**src/include/sps_pkg.sv**
```systemverilog
/*
  constants, field positions and carrier types for the semaphore-guarded
  serial slave; assumes a 12-bit byte address on the register port
*/
package sps_pkg;
  localparam int ADDR_W = 12;
  localparam logic [11:0] OFS_ACQ_TASK = 12'h024;
  localparam logic [11:0] OFS_REL_TASK = 12'h028;
  localparam logic [11:0] OFS_SUB_ACQ = 12'h0A4;
  localparam logic [11:0] OFS_SUB_REL = 12'h0A8;
  localparam logic [11:0] OFS_EV_DONE = 12'h104;
  localparam logic [11:0] OFS_EV_RXF = 12'h110;
  localparam logic [11:0] OFS_EV_OBT = 12'h128;
  localparam logic [11:0] OFS_PUB_DONE = 12'h184;
  localparam logic [11:0] OFS_PUB_RXF = 12'h190;
  localparam logic [11:0] OFS_PUB_OBT = 12'h1A8;
  localparam logic [11:0] OFS_LINKS = 12'h200;
  localparam logic [11:0] OFS_IEN_SET = 12'h304;
  localparam logic [11:0] OFS_IEN_CLR = 12'h308;
  localparam logic [11:0] OFS_SEM_OWNER_STATUS = 12'h400;
  localparam logic [11:0] OFS_XSTAT = 12'h440;
  localparam logic [11:0] OFS_ENABLE = 12'h500;
  localparam logic [11:0] OFS_PSEL_CLK = 12'h508;
  localparam logic [11:0] OFS_PSEL_DOUT = 12'h50C;
  localparam logic [11:0] OFS_PSEL_DIN = 12'h510;
  localparam logic [11:0] OFS_PSEL_SEL = 12'h514;
  localparam logic [11:0] OFS_RX_PTR = 12'h534;
  localparam logic [11:0] OFS_RX_LIM = 12'h538;
  localparam logic [11:0] OFS_RX_CNT = 12'h53C;
  localparam logic [11:0] OFS_RX_LIST = 12'h540;
  localparam logic [11:0] OFS_TX_PTR = 12'h544;
  localparam logic [11:0] OFS_TX_LIM = 12'h548;
  localparam logic [11:0] OFS_TX_CNT = 12'h54C;
  localparam logic [11:0] OFS_TX_LIST = 12'h550;
  localparam logic [11:0] OFS_CONFIG = 12'h554;
  localparam logic [11:0] OFS_IGN_CHAR = 12'h55C;
  localparam logic [11:0] OFS_OVR_CHAR = 12'h5C0;
  localparam logic [11:0] OFS_IRQ_PEND = 12'h600;
  localparam logic [11:0] OFS_IRQ_CLR = 12'h604;
  localparam logic [11:0] OFS_BUF_IDX = 12'h608;
  localparam logic [11:0] OFS_BUF_DATA = 12'h60C;
  localparam int CHANNEL_INDEX_W = 8;
  localparam int CFG_EN_BIT = 31;
  localparam int PSEL_DISC_BIT = 31;
  localparam int LINK_END_ACQ_BIT = 2;
  localparam int IRQ_DONE_BIT = 1;
  localparam int IRQ_RXF_BIT = 4;
  localparam int IRQ_OBT_BIT = 10;
  localparam logic [31:0] IRQ_MASK = 32'h00000412;
  localparam logic [31:0] LINKS_MASK = 32'h00000004;
  localparam int XST_OVREAD_BIT = 0;
  localparam int XST_OVFLOW_BIT = 1;
  localparam logic [3:0] ENABLE_ON = 4'h2;
  localparam logic [31:0] RST_PSEL = 32'hFFFFFFFF;
  localparam logic [1:0] SEM_FREE = 2'h0;
  localparam logic [1:0] SEM_CPU = 2'h1;
  localparam logic [1:0] SEM_LINK = 2'h2;
  localparam logic [1:0] SEM_CPU_PEND = 2'h3;
  localparam int PUB_DONE = 0;
  localparam int PUB_RXF = 1;
  localparam int PUB_OBT = 2;
  localparam logic [2:0] BIT_LAST = 3'h7;
  typedef enum logic [2:0] {
    OWN_FREE = 3'b001,
    OWN_CPU = 3'b010,
    OWN_LINK = 3'b100
  } sps_owner_type;
  typedef struct packed {
    logic wr;
    logic rd;
    logic [ADDR_W-1:0] addr;
    logic [31:0] wdata;
  } sps_bus_type;
  typedef struct packed {
    logic pulse;
    logic [CHANNEL_INDEX_W-1:0] chan;
  } sps_pub_type;
endpackage : sps_pkg

```
**src/design/sps_slave.sv**
```systemverilog
/*
  serial slave with semaphore-guarded byte buffer, tasks, events,
  subscribe/publish and interrupt; assumes a mode-0, msb-first master
  whose clock is at most an eighth of sys_clk_in
*/
// Local design decision: the strobed register port.
// Notes on behaviour
// - a release task hands a cpu-held semaphore back so the link may take it.
// - the acquire subscription holds a channel index and an enable bit, reset zero.
// - a release subscription lets a channel event release the semaphore.
// - the receive-full event is set once the receive buffer is filled.
// - done, receive-full and obtained events each publish on their own channel.
// - a link register chains the done event straight to the acquire task.
// - an ungranted transaction shifts out the ignored-fill character.
// - the receive limit caps bytes written per granted transaction.
// - the transmit limit caps bytes fetched per granted transaction.
// - rx_count holds the bytes written to the buffer in the last granted transaction.
// - tx_count holds buffer bytes sent in the last granted transaction.
// - the data-output pin select is its own register, decoded alone.
// - select falling tries to take the semaphore; on failure all is ignored.
// - select rising after a granted transaction frees it and raises done.
// - enabling gives the cpu the semaphore silently; the cpu wins races.
// - past the transmit limit the overrun character goes out uncounted.
`timescale 1ns/10ps
`default_nettype none
module sps_slave #(
  parameter int MEM_DEPTH = 256,
  parameter int CNT_W = 8,
  parameter int NUM_CH = 256
) (
  input wire logic sys_clk_in,
  input wire logic rst_n_in,
  input wire sps_pkg::sps_bus_type bus_in,
  output logic [31:0] rd_data_out,
  input wire logic [NUM_CH-1:0] chan_evt_in,
  output sps_pkg::sps_pub_type [2:0] pub_out,
  input wire logic sck_in,
  input wire logic chip_select_n_in,
  input wire logic din_in,
  output logic dout_out,
  output logic dout_oe_out,
  output logic irq_out
);
  import sps_pkg::*;
  localparam int AW = $clog2(MEM_DEPTH);

  if (MEM_DEPTH < 2 || (MEM_DEPTH & (MEM_DEPTH - 1)) != 0 ||
      CNT_W < 1 || CNT_W > AW || NUM_CH < 1 || NUM_CH > 256) begin : g_chk
    $error("sps_slave: unsupported parameter values");
  end

  typedef struct packed {
    logic sck_s1, sck_s2, sck_d;
    logic csn_s1, csn_s2, csn_d;
    logic din_s1, din_s2;
    logic en_d;
    sps_owner_type owner;
    logic pend;
    logic active, granted;
    logic [2:0] bit_cnt;
    logic [7:0] rx_sh, tx_sh, tx_next;
    logic from_buf, next_from_buf;
    logic [CNT_W-1:0] rx_cnt, tx_cnt, rx_amt, tx_amt, rx_lim, tx_lim;
    logic [31:0] sub_acq, sub_rel, pub_done, pub_rxf, pub_obt;
    logic [31:0] links, ien, irq_pend;
    logic ev_done, ev_rxf, ev_obt;
    logic [1:0] xstat;
    logic [3:0] enable;
    logic [31:0] psel_clk, psel_dout, psel_din, psel_sel;
    logic [31:0] rx_ptr, tx_ptr;
    logic [1:0] rx_list, tx_list;
    logic [2:0] config_bits;
    logic [7:0] ign_char, ovr_char;
    logic [AW-1:0] buf_idx;
    logic [31:0] rd_data;
    sps_pub_type [2:0] pub;
  } sps_state_type;

  sps_state_type s, n;
  logic [7:0] mem [MEM_DEPTH];
  logic mem_we, mem_we_link;
  logic [AW-1:0] mem_wa, tx_ra;
  logic [7:0] mem_wd;
  logic enabled, linked, csn_eff, en_rise;
  logic cs_fall, cs_rise, sck_rise, sck_fall, byte_done;
  logic done, acq_req, rel_req, obtained, rx_full;
  logic sub_acq_hit, sub_rel_hit;
  logic [CNT_W-1:0] tx_idx;

  function automatic logic sub_hit(input logic [31:0] cfg,
                                   input logic [NUM_CH-1:0] evt);
    logic hit;
    hit = 1'b0;
    for (int i = 0; i < NUM_CH; i++) begin
      if (cfg[CHANNEL_INDEX_W-1:0] == CHANNEL_INDEX_W'(i)) begin
        hit = evt[i];
      end
    end
    return cfg[CFG_EN_BIT] & hit;
  endfunction : sub_hit

  function automatic logic wr_at(input sps_bus_type b,
                                 input logic [ADDR_W-1:0] a);
    return b.wr && b.addr == a;
  endfunction : wr_at

  always_comb begin
    n = s;
    mem_we = 1'b0;
    mem_we_link = 1'b0;
    mem_wa = s.buf_idx;
    mem_wd = bus_in.wdata[7:0];
    obtained = 1'b0;
    rx_full = 1'b0;
    // select and clock pass two flops before any edge logic looks at them
    n.sck_s1 = sck_in;
    n.sck_s2 = s.sck_s1;
    n.csn_s1 = chip_select_n_in;
    n.csn_s2 = s.csn_s1;
    n.din_s1 = din_in;
    n.din_s2 = s.din_s1;
    enabled = s.enable == ENABLE_ON;
    linked = enabled && !s.psel_sel[PSEL_DISC_BIT] &&
             !s.psel_clk[PSEL_DISC_BIT];
    csn_eff = linked ? s.csn_s2 : 1'b1;
    n.csn_d = csn_eff;
    n.sck_d = s.sck_s2;
    n.en_d = enabled;
    en_rise = enabled && !s.en_d;
    cs_fall = s.csn_d && !csn_eff;
    cs_rise = !s.csn_d && csn_eff && s.active;
    sck_rise = !s.sck_d && s.sck_s2 && s.active && !csn_eff;
    sck_fall = s.sck_d && !s.sck_s2 && s.active && !csn_eff;
    byte_done = sck_rise && s.bit_cnt == BIT_LAST;
    done = enabled && cs_rise && s.granted;
    sub_acq_hit = sub_hit(s.sub_acq, chan_evt_in);
    sub_rel_hit = sub_hit(s.sub_rel, chan_evt_in);
    acq_req = enabled && ((wr_at(bus_in, OFS_ACQ_TASK) && bus_in.wdata[0]) ||
              sub_acq_hit || (done && s.links[LINK_END_ACQ_BIT]));
    rel_req = enabled && ((wr_at(bus_in, OFS_REL_TASK) && bus_in.wdata[0]) ||
              sub_rel_hit);

    // semaphore: release, end of transaction, acquire, then link attempt
    if (!enabled) begin
      n.owner = OWN_FREE;
      n.pend = 1'b0;
      n.active = 1'b0;
      n.granted = 1'b0;
    end else if (en_rise) begin
      n.owner = OWN_CPU;
      n.pend = 1'b0;
    end else begin
      if (rel_req && n.owner == OWN_CPU) begin
        n.owner = OWN_FREE;
      end
      if (done) begin
        n.owner = OWN_FREE;
        if (s.pend) begin
          n.owner = OWN_CPU;
          n.pend = 1'b0;
          obtained = 1'b1;
        end
      end
      if (acq_req) begin
        unique case (n.owner)
          OWN_CPU: obtained = 1'b1;
          OWN_FREE: begin
            n.owner = OWN_CPU;
            obtained = 1'b1;
          end
          OWN_LINK: n.pend = 1'b1;
          default: n.pend = s.pend;
        endcase
      end
      // an acquire in this very cycle already took a free semaphore
      if (cs_fall) begin
        n.granted = n.owner == OWN_FREE;
        if (n.owner == OWN_FREE) begin
          n.owner = OWN_LINK;
        end
      end
    end

    // transmit byte source for the byte that starts next
    tx_idx = cs_fall ? '0 : s.tx_cnt + CNT_W'(s.from_buf);
    tx_ra = AW'(s.tx_ptr) + AW'(tx_idx);
    if (cs_fall || byte_done) begin
      if (!n.granted) begin
        n.tx_next = s.ign_char;
        n.next_from_buf = 1'b0;
      end else if (tx_idx < s.tx_lim) begin
        n.tx_next = mem[tx_ra];
        n.next_from_buf = 1'b1;
      end else begin
        n.tx_next = s.ovr_char;
        n.next_from_buf = 1'b0;
        n.xstat[XST_OVREAD_BIT] = 1'b1;
      end
    end

    if (enabled && cs_fall) begin
      n.active = 1'b1;
      n.bit_cnt = '0;
      n.rx_cnt = '0;
      n.tx_cnt = '0;
      n.tx_sh = n.tx_next;
      n.from_buf = n.next_from_buf;
    end
    if (sck_rise) begin
      n.rx_sh = {s.rx_sh[6:0], s.din_s2};
      n.bit_cnt = s.bit_cnt + 3'h1;
    end
    if (byte_done && s.granted) begin
      if (s.rx_cnt < s.rx_lim) begin
        mem_we_link = 1'b1;
        mem_wa = AW'(s.rx_ptr) + AW'(s.rx_cnt);
        mem_wd = {s.rx_sh[6:0], s.din_s2};
        n.rx_cnt = s.rx_cnt + CNT_W'(1);
        rx_full = s.rx_cnt + CNT_W'(1) == s.rx_lim;
      end else begin
        n.xstat[XST_OVFLOW_BIT] = 1'b1;
      end
      if (s.from_buf) begin
        n.tx_cnt = s.tx_cnt + CNT_W'(1);
      end
    end
    // a falling edge with the bit count back at zero starts a new byte
    if (sck_fall) begin
      if (s.bit_cnt == '0) begin
        n.tx_sh = s.tx_next;
        n.from_buf = s.next_from_buf;
      end else begin
        n.tx_sh = {s.tx_sh[6:0], 1'b0};
      end
    end
    if (cs_rise) begin
      n.active = 1'b0;
      n.granted = 1'b0;
      if (s.granted) begin
        n.rx_amt = s.rx_cnt;
        n.tx_amt = s.tx_cnt;
      end
    end

    // register writes
    if (bus_in.wr) begin
      unique case (bus_in.addr)
        OFS_SUB_ACQ: n.sub_acq = bus_in.wdata;
        OFS_SUB_REL: n.sub_rel = bus_in.wdata;
        OFS_EV_DONE: n.ev_done = s.ev_done & bus_in.wdata[0];
        OFS_EV_RXF: n.ev_rxf = s.ev_rxf & bus_in.wdata[0];
        OFS_EV_OBT: n.ev_obt = s.ev_obt & bus_in.wdata[0];
        OFS_PUB_DONE: n.pub_done = bus_in.wdata;
        OFS_PUB_RXF: n.pub_rxf = bus_in.wdata;
        OFS_PUB_OBT: n.pub_obt = bus_in.wdata;
        OFS_LINKS: n.links = bus_in.wdata & LINKS_MASK;
        OFS_IEN_SET: n.ien = s.ien | (bus_in.wdata & IRQ_MASK);
        OFS_IEN_CLR: n.ien = s.ien & ~bus_in.wdata;
        OFS_IRQ_CLR: n.irq_pend = s.irq_pend & ~bus_in.wdata;
        // a flag set by the link in this cycle survives the clear
        OFS_XSTAT: n.xstat = n.xstat &
          ~(bus_in.wdata[1:0] & ~(n.xstat & ~s.xstat));
        OFS_ENABLE: n.enable = bus_in.wdata[3:0];
        OFS_PSEL_CLK: n.psel_clk = bus_in.wdata;
        OFS_PSEL_DOUT: n.psel_dout = bus_in.wdata;
        OFS_PSEL_DIN: n.psel_din = bus_in.wdata;
        OFS_PSEL_SEL: n.psel_sel = bus_in.wdata;
        OFS_RX_PTR: n.rx_ptr = bus_in.wdata;
        OFS_RX_LIM: n.rx_lim = bus_in.wdata[CNT_W-1:0];
        OFS_RX_LIST: n.rx_list = bus_in.wdata[1:0];
        OFS_TX_PTR: n.tx_ptr = bus_in.wdata;
        OFS_TX_LIM: n.tx_lim = bus_in.wdata[CNT_W-1:0];
        OFS_TX_LIST: n.tx_list = bus_in.wdata[1:0];
        OFS_CONFIG: n.config_bits = bus_in.wdata[2:0];
        OFS_IGN_CHAR: n.ign_char = bus_in.wdata[7:0];
        OFS_OVR_CHAR: n.ovr_char = bus_in.wdata[7:0];
        OFS_BUF_IDX: n.buf_idx = bus_in.wdata[AW-1:0];
        OFS_BUF_DATA: begin
          // a link byte landing in the same cycle wins the write port
          mem_we = !mem_we_link;
          n.buf_idx = s.buf_idx + AW'(1);
        end
        default: n.buf_idx = s.buf_idx;
      endcase
    end
    if (mem_we_link) begin
      mem_we = 1'b1;
    end

    // events: hardware set wins over a clear in the same cycle
    n.ev_done = n.ev_done | done;
    n.ev_rxf = n.ev_rxf | rx_full;
    n.ev_obt = n.ev_obt | obtained;
    n.irq_pend[IRQ_DONE_BIT] = n.irq_pend[IRQ_DONE_BIT] | done;
    n.irq_pend[IRQ_RXF_BIT] = n.irq_pend[IRQ_RXF_BIT] | rx_full;
    n.irq_pend[IRQ_OBT_BIT] = n.irq_pend[IRQ_OBT_BIT] | obtained;
    n.pub[PUB_DONE].pulse = done && s.pub_done[CFG_EN_BIT];
    n.pub[PUB_DONE].chan = s.pub_done[CHANNEL_INDEX_W-1:0];
    n.pub[PUB_RXF].pulse = rx_full && s.pub_rxf[CFG_EN_BIT];
    n.pub[PUB_RXF].chan = s.pub_rxf[CHANNEL_INDEX_W-1:0];
    n.pub[PUB_OBT].pulse = obtained && s.pub_obt[CFG_EN_BIT];
    n.pub[PUB_OBT].chan = s.pub_obt[CHANNEL_INDEX_W-1:0];

    // register reads, answered in the following cycle only
    n.rd_data = '0;
    if (bus_in.rd) begin
      unique case (bus_in.addr)
        OFS_SUB_ACQ: n.rd_data = s.sub_acq;
        OFS_SUB_REL: n.rd_data = s.sub_rel;
        OFS_EV_DONE: n.rd_data = 32'(s.ev_done);
        OFS_EV_RXF: n.rd_data = 32'(s.ev_rxf);
        OFS_EV_OBT: n.rd_data = 32'(s.ev_obt);
        OFS_PUB_DONE: n.rd_data = s.pub_done;
        OFS_PUB_RXF: n.rd_data = s.pub_rxf;
        OFS_PUB_OBT: n.rd_data = s.pub_obt;
        OFS_LINKS: n.rd_data = s.links;
        OFS_IEN_SET, OFS_IEN_CLR: n.rd_data = s.ien;
        OFS_IRQ_PEND: n.rd_data = s.irq_pend;
        OFS_SEM_OWNER_STATUS: n.rd_data = 32'(s.owner == OWN_CPU ? SEM_CPU :
          s.owner == OWN_FREE ? SEM_FREE :
          s.pend ? SEM_CPU_PEND : SEM_LINK);
        OFS_XSTAT: n.rd_data = 32'(s.xstat);
        OFS_ENABLE: n.rd_data = 32'(s.enable);
        OFS_PSEL_CLK: n.rd_data = s.psel_clk;
        OFS_PSEL_DOUT: n.rd_data = s.psel_dout;
        OFS_PSEL_DIN: n.rd_data = s.psel_din;
        OFS_PSEL_SEL: n.rd_data = s.psel_sel;
        OFS_RX_PTR: n.rd_data = s.rx_ptr;
        OFS_RX_LIM: n.rd_data = 32'(s.rx_lim);
        OFS_RX_CNT: n.rd_data = 32'(s.rx_amt);
        OFS_RX_LIST: n.rd_data = 32'(s.rx_list);
        OFS_TX_PTR: n.rd_data = s.tx_ptr;
        OFS_TX_LIM: n.rd_data = 32'(s.tx_lim);
        OFS_TX_CNT: n.rd_data = 32'(s.tx_amt);
        OFS_TX_LIST: n.rd_data = 32'(s.tx_list);
        OFS_CONFIG: n.rd_data = 32'(s.config_bits);
        OFS_IGN_CHAR: n.rd_data = 32'(s.ign_char);
        OFS_OVR_CHAR: n.rd_data = 32'(s.ovr_char);
        OFS_BUF_IDX: n.rd_data = 32'(s.buf_idx);
        OFS_BUF_DATA: begin
          n.rd_data = 32'(mem[s.buf_idx]);
          n.buf_idx = s.buf_idx + AW'(1);
        end
        default: n.rd_data = '0;
      endcase
    end
  end

  always_ff @(posedge sys_clk_in or negedge rst_n_in) begin
    if (!rst_n_in) begin
      s <= '0;
      s.owner <= OWN_FREE;
      s.csn_s1 <= 1'b1;
      s.csn_s2 <= 1'b1;
      s.csn_d <= 1'b1;
      s.psel_clk <= RST_PSEL;
      s.psel_dout <= RST_PSEL;
      s.psel_din <= RST_PSEL;
      s.psel_sel <= RST_PSEL;
    end else begin
      s <= n;
    end
  end

  // buffer memory carries no reset; software fills it before use
  always_ff @(posedge sys_clk_in) begin
    if (mem_we) begin
      mem[mem_wa] <= mem_wd;
    end
  end

  assign rd_data_out = s.rd_data;
  assign pub_out = s.pub;
  assign dout_out = s.tx_sh[7];
  assign dout_oe_out = s.active && !s.psel_dout[PSEL_DISC_BIT];
  assign irq_out = |(s.irq_pend & s.ien);
endmodule : sps_slave
`default_nettype wire

```
**config.mk**
```make
export PLATFORM = sky130hd
export DESIGN_NAME = sps_slave
export DESIGN_NICKNAME = d
export VERILOG_FILES = /design/src/include/sps_pkg.sv /design/src/design/sps_slave.sv
export SDC_FILE = /design/constraint.sdc
export NUM_CORES = 2
export LEC_CHECK = 0
export BUFFER_PORTS_ARGS = -buffer_cell sky130_fd_sc_hd__buf_4
export CORE_MARGIN = 10
export CORE_UTILIZATION = 55
export CTS_CLUSTER_DIAMETER = 60
export DETAILED_ROUTE_END_ITERATION = 16
export PLACE_DENSITY_LB_ADDON = 0.2
export SYNTH_ARGS = -nofsm -noshare
export SYNTH_HDL_FRONTEND = slang
export SYNTH_SLANG_ARGS = --single-unit
```
**constraint.sdc**
```tcl
create_clock -name sys_clk_in -period 5.85 [get_ports sys_clk_in]
set_input_delay 1.4625 -clock sys_clk_in [delete_from_list [all_inputs] [get_ports sys_clk_in]]
set_output_delay 1.4625 -clock sys_clk_in [all_outputs]
set_load 0.02 [all_outputs]
```
==> parameters.txt <==
Parameter                              Value

STA
  Clock Skews    85.04 ps
  Number of endpoints failing setup at the final stage    0
  Highest clock rate    173.8 MHz
  Number of failing hold endpoints at the final stage    0
  Number of max-slew violations in the final report    0
  Period minus WS final    5753 ps
  Post-layout worst setup margin    96.79 ps
  Hold slack    354.8 ps
  Least-Margin Pin Slew    1193 ps
  Slew HR    20.27%
  Share of the clock period used by the worst path    98.35%
  Unrepaired setup endpoints after global routing    false

Floorplanning
  Standard cell core area    0.2383 mm²
  Die footprint    0.2598 mm²
  Row cnt    179
  Top-level I/O count    369
  Height of the die    509.7 µm
  Starting density of the core    55.36%
  Horizontal die dimension    509.7 µm

Logic synthesis
  Post-synth EDFFs    2048
  Portion of synthesized cell area occupied by the leading cell type    46.62%
  Count of different cell masters after synthesis    106
  Synth top area cells    edfxtp_1, mux4_2, dfrtp_1
  Gate count of the mapped netlist    8631
  Warning count from the yosys run    0
  Proportion of synthesized flip-flops having asynchronous set or reset    22.86%
  Library cell occupying the most area in the post-synthesis netlist    edfxtp_1
  Net Count, Synth    8977
  Area of the mapped netlist    0.1319 mm²
  Register bit count reported by yosys    2655
  Predominant post-synthesis flop cell    edfxtp_1
  Mean post-synth cell area    15.28 µm²
  Sequential area share after synthesis    58.26%

Global route
  Maximum number of pins on one net before global-route repair    133
  Global-route wire length before repair    668600 µm
  Number of global-route vias before repair    89786
  Number of antenna violations at the first check in global routing    21
  Final global-route overflow total    0
  Global router's overall resource usage    35.52%

Power and ir drop
  Power per standard cell area    265.6 mW/mm²
  Worst VDD drop    0.2935 mV
  Leakage power summed over all cells    51.34 nW
  Post-layout power    40.18 mW

Layout
  Final Net Count    9570
  Final design area excluding fillers    0.1513 mm²
  Fraction of layout instances using a drive strength above 1    34.55%
  Area Overhead vs Synth    14.67%

Detailed routing
  DRC errors left    0
  Initial DRT Pass Iterations    9
  Total detailed-routing wirelength    469500 µm
  Final routed wire length divided by cell count    37.23 µm
  Drt via density    7.208
  Number of DRC markers in iteration 0    13420
  Final antenna-violating net count    0
  Vias    90906

Placed design
  HPWL reported at the end of detailed placement    315800 µm
  Placed inst area    0.1419 mm²
  Final weighted congestion in routability-driven placement    1.033
  Quantity of I/O buffers inserted on ports    368
  Dpl ws    -230.8 ps

Clock tree
  CTS Buf Count    295
  Hold buffers post-CTS    0
  Clock root buffer    clkbuf_16
  Clock-pin slew reported for the worst setup and hold paths after clock tree synthesis    60 ps
  Skew-Pair Late Insertion Delay    950 ps
  Number of H-tree levels    5
  Clock tree from TritonCTS    yes
  Worst-case clock buffer depth    4
  Sinks on the clock net    2655

Critical path
  Data arrival time of the critical path    6460 ps
  Element type at the critical path end    register
  Largest fanout on the critical path    33
  Startpoint-to-endpoint class of the critical path    register to register
  Nature of the critical path startpoint    register
  Crit path required time    6560 ps

Hold path
  Class of the worst hold path    register to register

Job
  Max Cap Viol    0

Run status
  Outcome    complete, no violations
-- registers in the layout, summed over array words and instances, names as in the netlist, named ones only --
register	count
s	516
rd_data_out	32
dout_out	1
mem	2048
n	28
pub_out	27
-- layout by cell type (no fill, tap or decap), types with 47 or more instances in the layout --
cell,Yosys,final
a31oi_1,59,58
nor3_1,53,47
nor2_1,446,435
a21oi_1,385,385
mux4_2,932,932
mux2i_1,485,480
a21boi_0,63,63
nor2b_1,63,61
buf_4,73,980
a211oi_1,56,54
o21ai_0,275,274
o22ai_1,159,159
dfrtp_1,475,461
edfxtp_1,2048,2048
a22oi_1,119,116
dfstp_2,132,132
nand3_1,103,86
clkbuf_1,380,51
clkbuf_16,0,301
o221ai_1,149,149
inv_1,49,49
a221oi_1,84,83
buf_12,0,79
mux2_2,586,578
nand2_1,433,423
a22o_1,89,89
-- cell type report --
type                       instances  area, µm²
antenna                           16      40.04
clock buffer                     377       8068
clock inverter                   125       1159
fill                           17089      87030
inverter                          52      196.4
multi-input combinational       5157      51950
sequential                      2655      76890
tap                             3167       3963
timing repair buffer            1063       9004
-- final timing paths --
kind	slack [ps]	startpoint	to	depth (start not counted)
min in group asynchronous	590	rst_n_in	n[9]	1
max in group asynchronous	4060	rst_n_in	rd_data_out[27]	2
worst max-delay path	100	s[285]	s[605]	17
worst min-delay path	350	n[631]	s[631]	0
worst min register to register	350	n[631]	s[631]	0
worst max register to register	100	s[285]	s[605]	17
-- report_power, final --
group | switching (mW) | total (mW) | internal [mW] | leakage [nW]
registers | 0.0262 | 20.4 | 20.4 | 26.3
clock network | 7.44 | 18.0 | 10.6 | 4.52
logic | 1.06 | 1.76 | 0.699 | 20.6
total | 8.53 | 40.2 | 31.6 | 51.3
-- metrics by stage --
stage	cells	TNS [ps]	util (%)
floorplan	8631	0	-
global placement	12093	-242.0	59.55
detailed placement	12093	-354.0	59.55
CTS	12595	0	63.43
global route	12597	0	63.46
finish	12612	0	63.48
-- critical path, cell delays in order, from the launching register on --
cell and delay [ps]:
dfrtp_1 410, or4b_1 590, clkinv_2 130, and3_2 240
buf_6 170, nor2b_1 100, fa_4 910, buf_12 230
buf_16 250, mux4_2 360, mux4_2 560, a211oi_2 260
a211oi_1 120, a311oi_2 530, buf_4 200, a211oi_1 60
a221oi_2 220, o221ai_1 160
-- synth_stat cells, types with 103 or more instances --
cell type and instances:
nand2_1 433, a21oi_1 385, dfstp_2 132, mux2i_1 485
o221ai_1 149, clkbuf_1 380, nand3_1 103, dfrtp_1 475
a22oi_1 119, o22ai_1 159, nor2_1 446, o21ai_0 275
edfxtp_1 2048, mux2_2 586, mux4_2 932, buf_2 181
buf_1 126
-- cells by family (layout without fill, tap and decap cells) --
family	after synthesis	in the layout	share of synthesized area [%]
muxes	2005	2005	24.62
DFF	2655	2655	58.26
AOI/OAI and AO/OA	1748	1748	9.123
and+or+nand+nor	1332	1332	4.648
adders and majority gates	39	39	0.3813
other	0	16	0
buffers and inverters	819	1617	2.753
xor gates and xnor gates	33	33	0.2191
-- repair_timing --
| item | in CTS | in global routing |
|---|---|---|
| gates resized for setup | 4 | 17 |
| buffers inserted | 0 | 1 |
| pin swaps | 1 | 2 |
| setup endpoints to repair | 4 | 14 |
-- per-layer routing --
metal  wire length, µm  track usage, %
met5               124               0
met4             27760           17.39
met3             57300           9.521
met2            212000           53.89
met1            172300           47.87
Note: power is estimated with default switching activity, not from simulation.
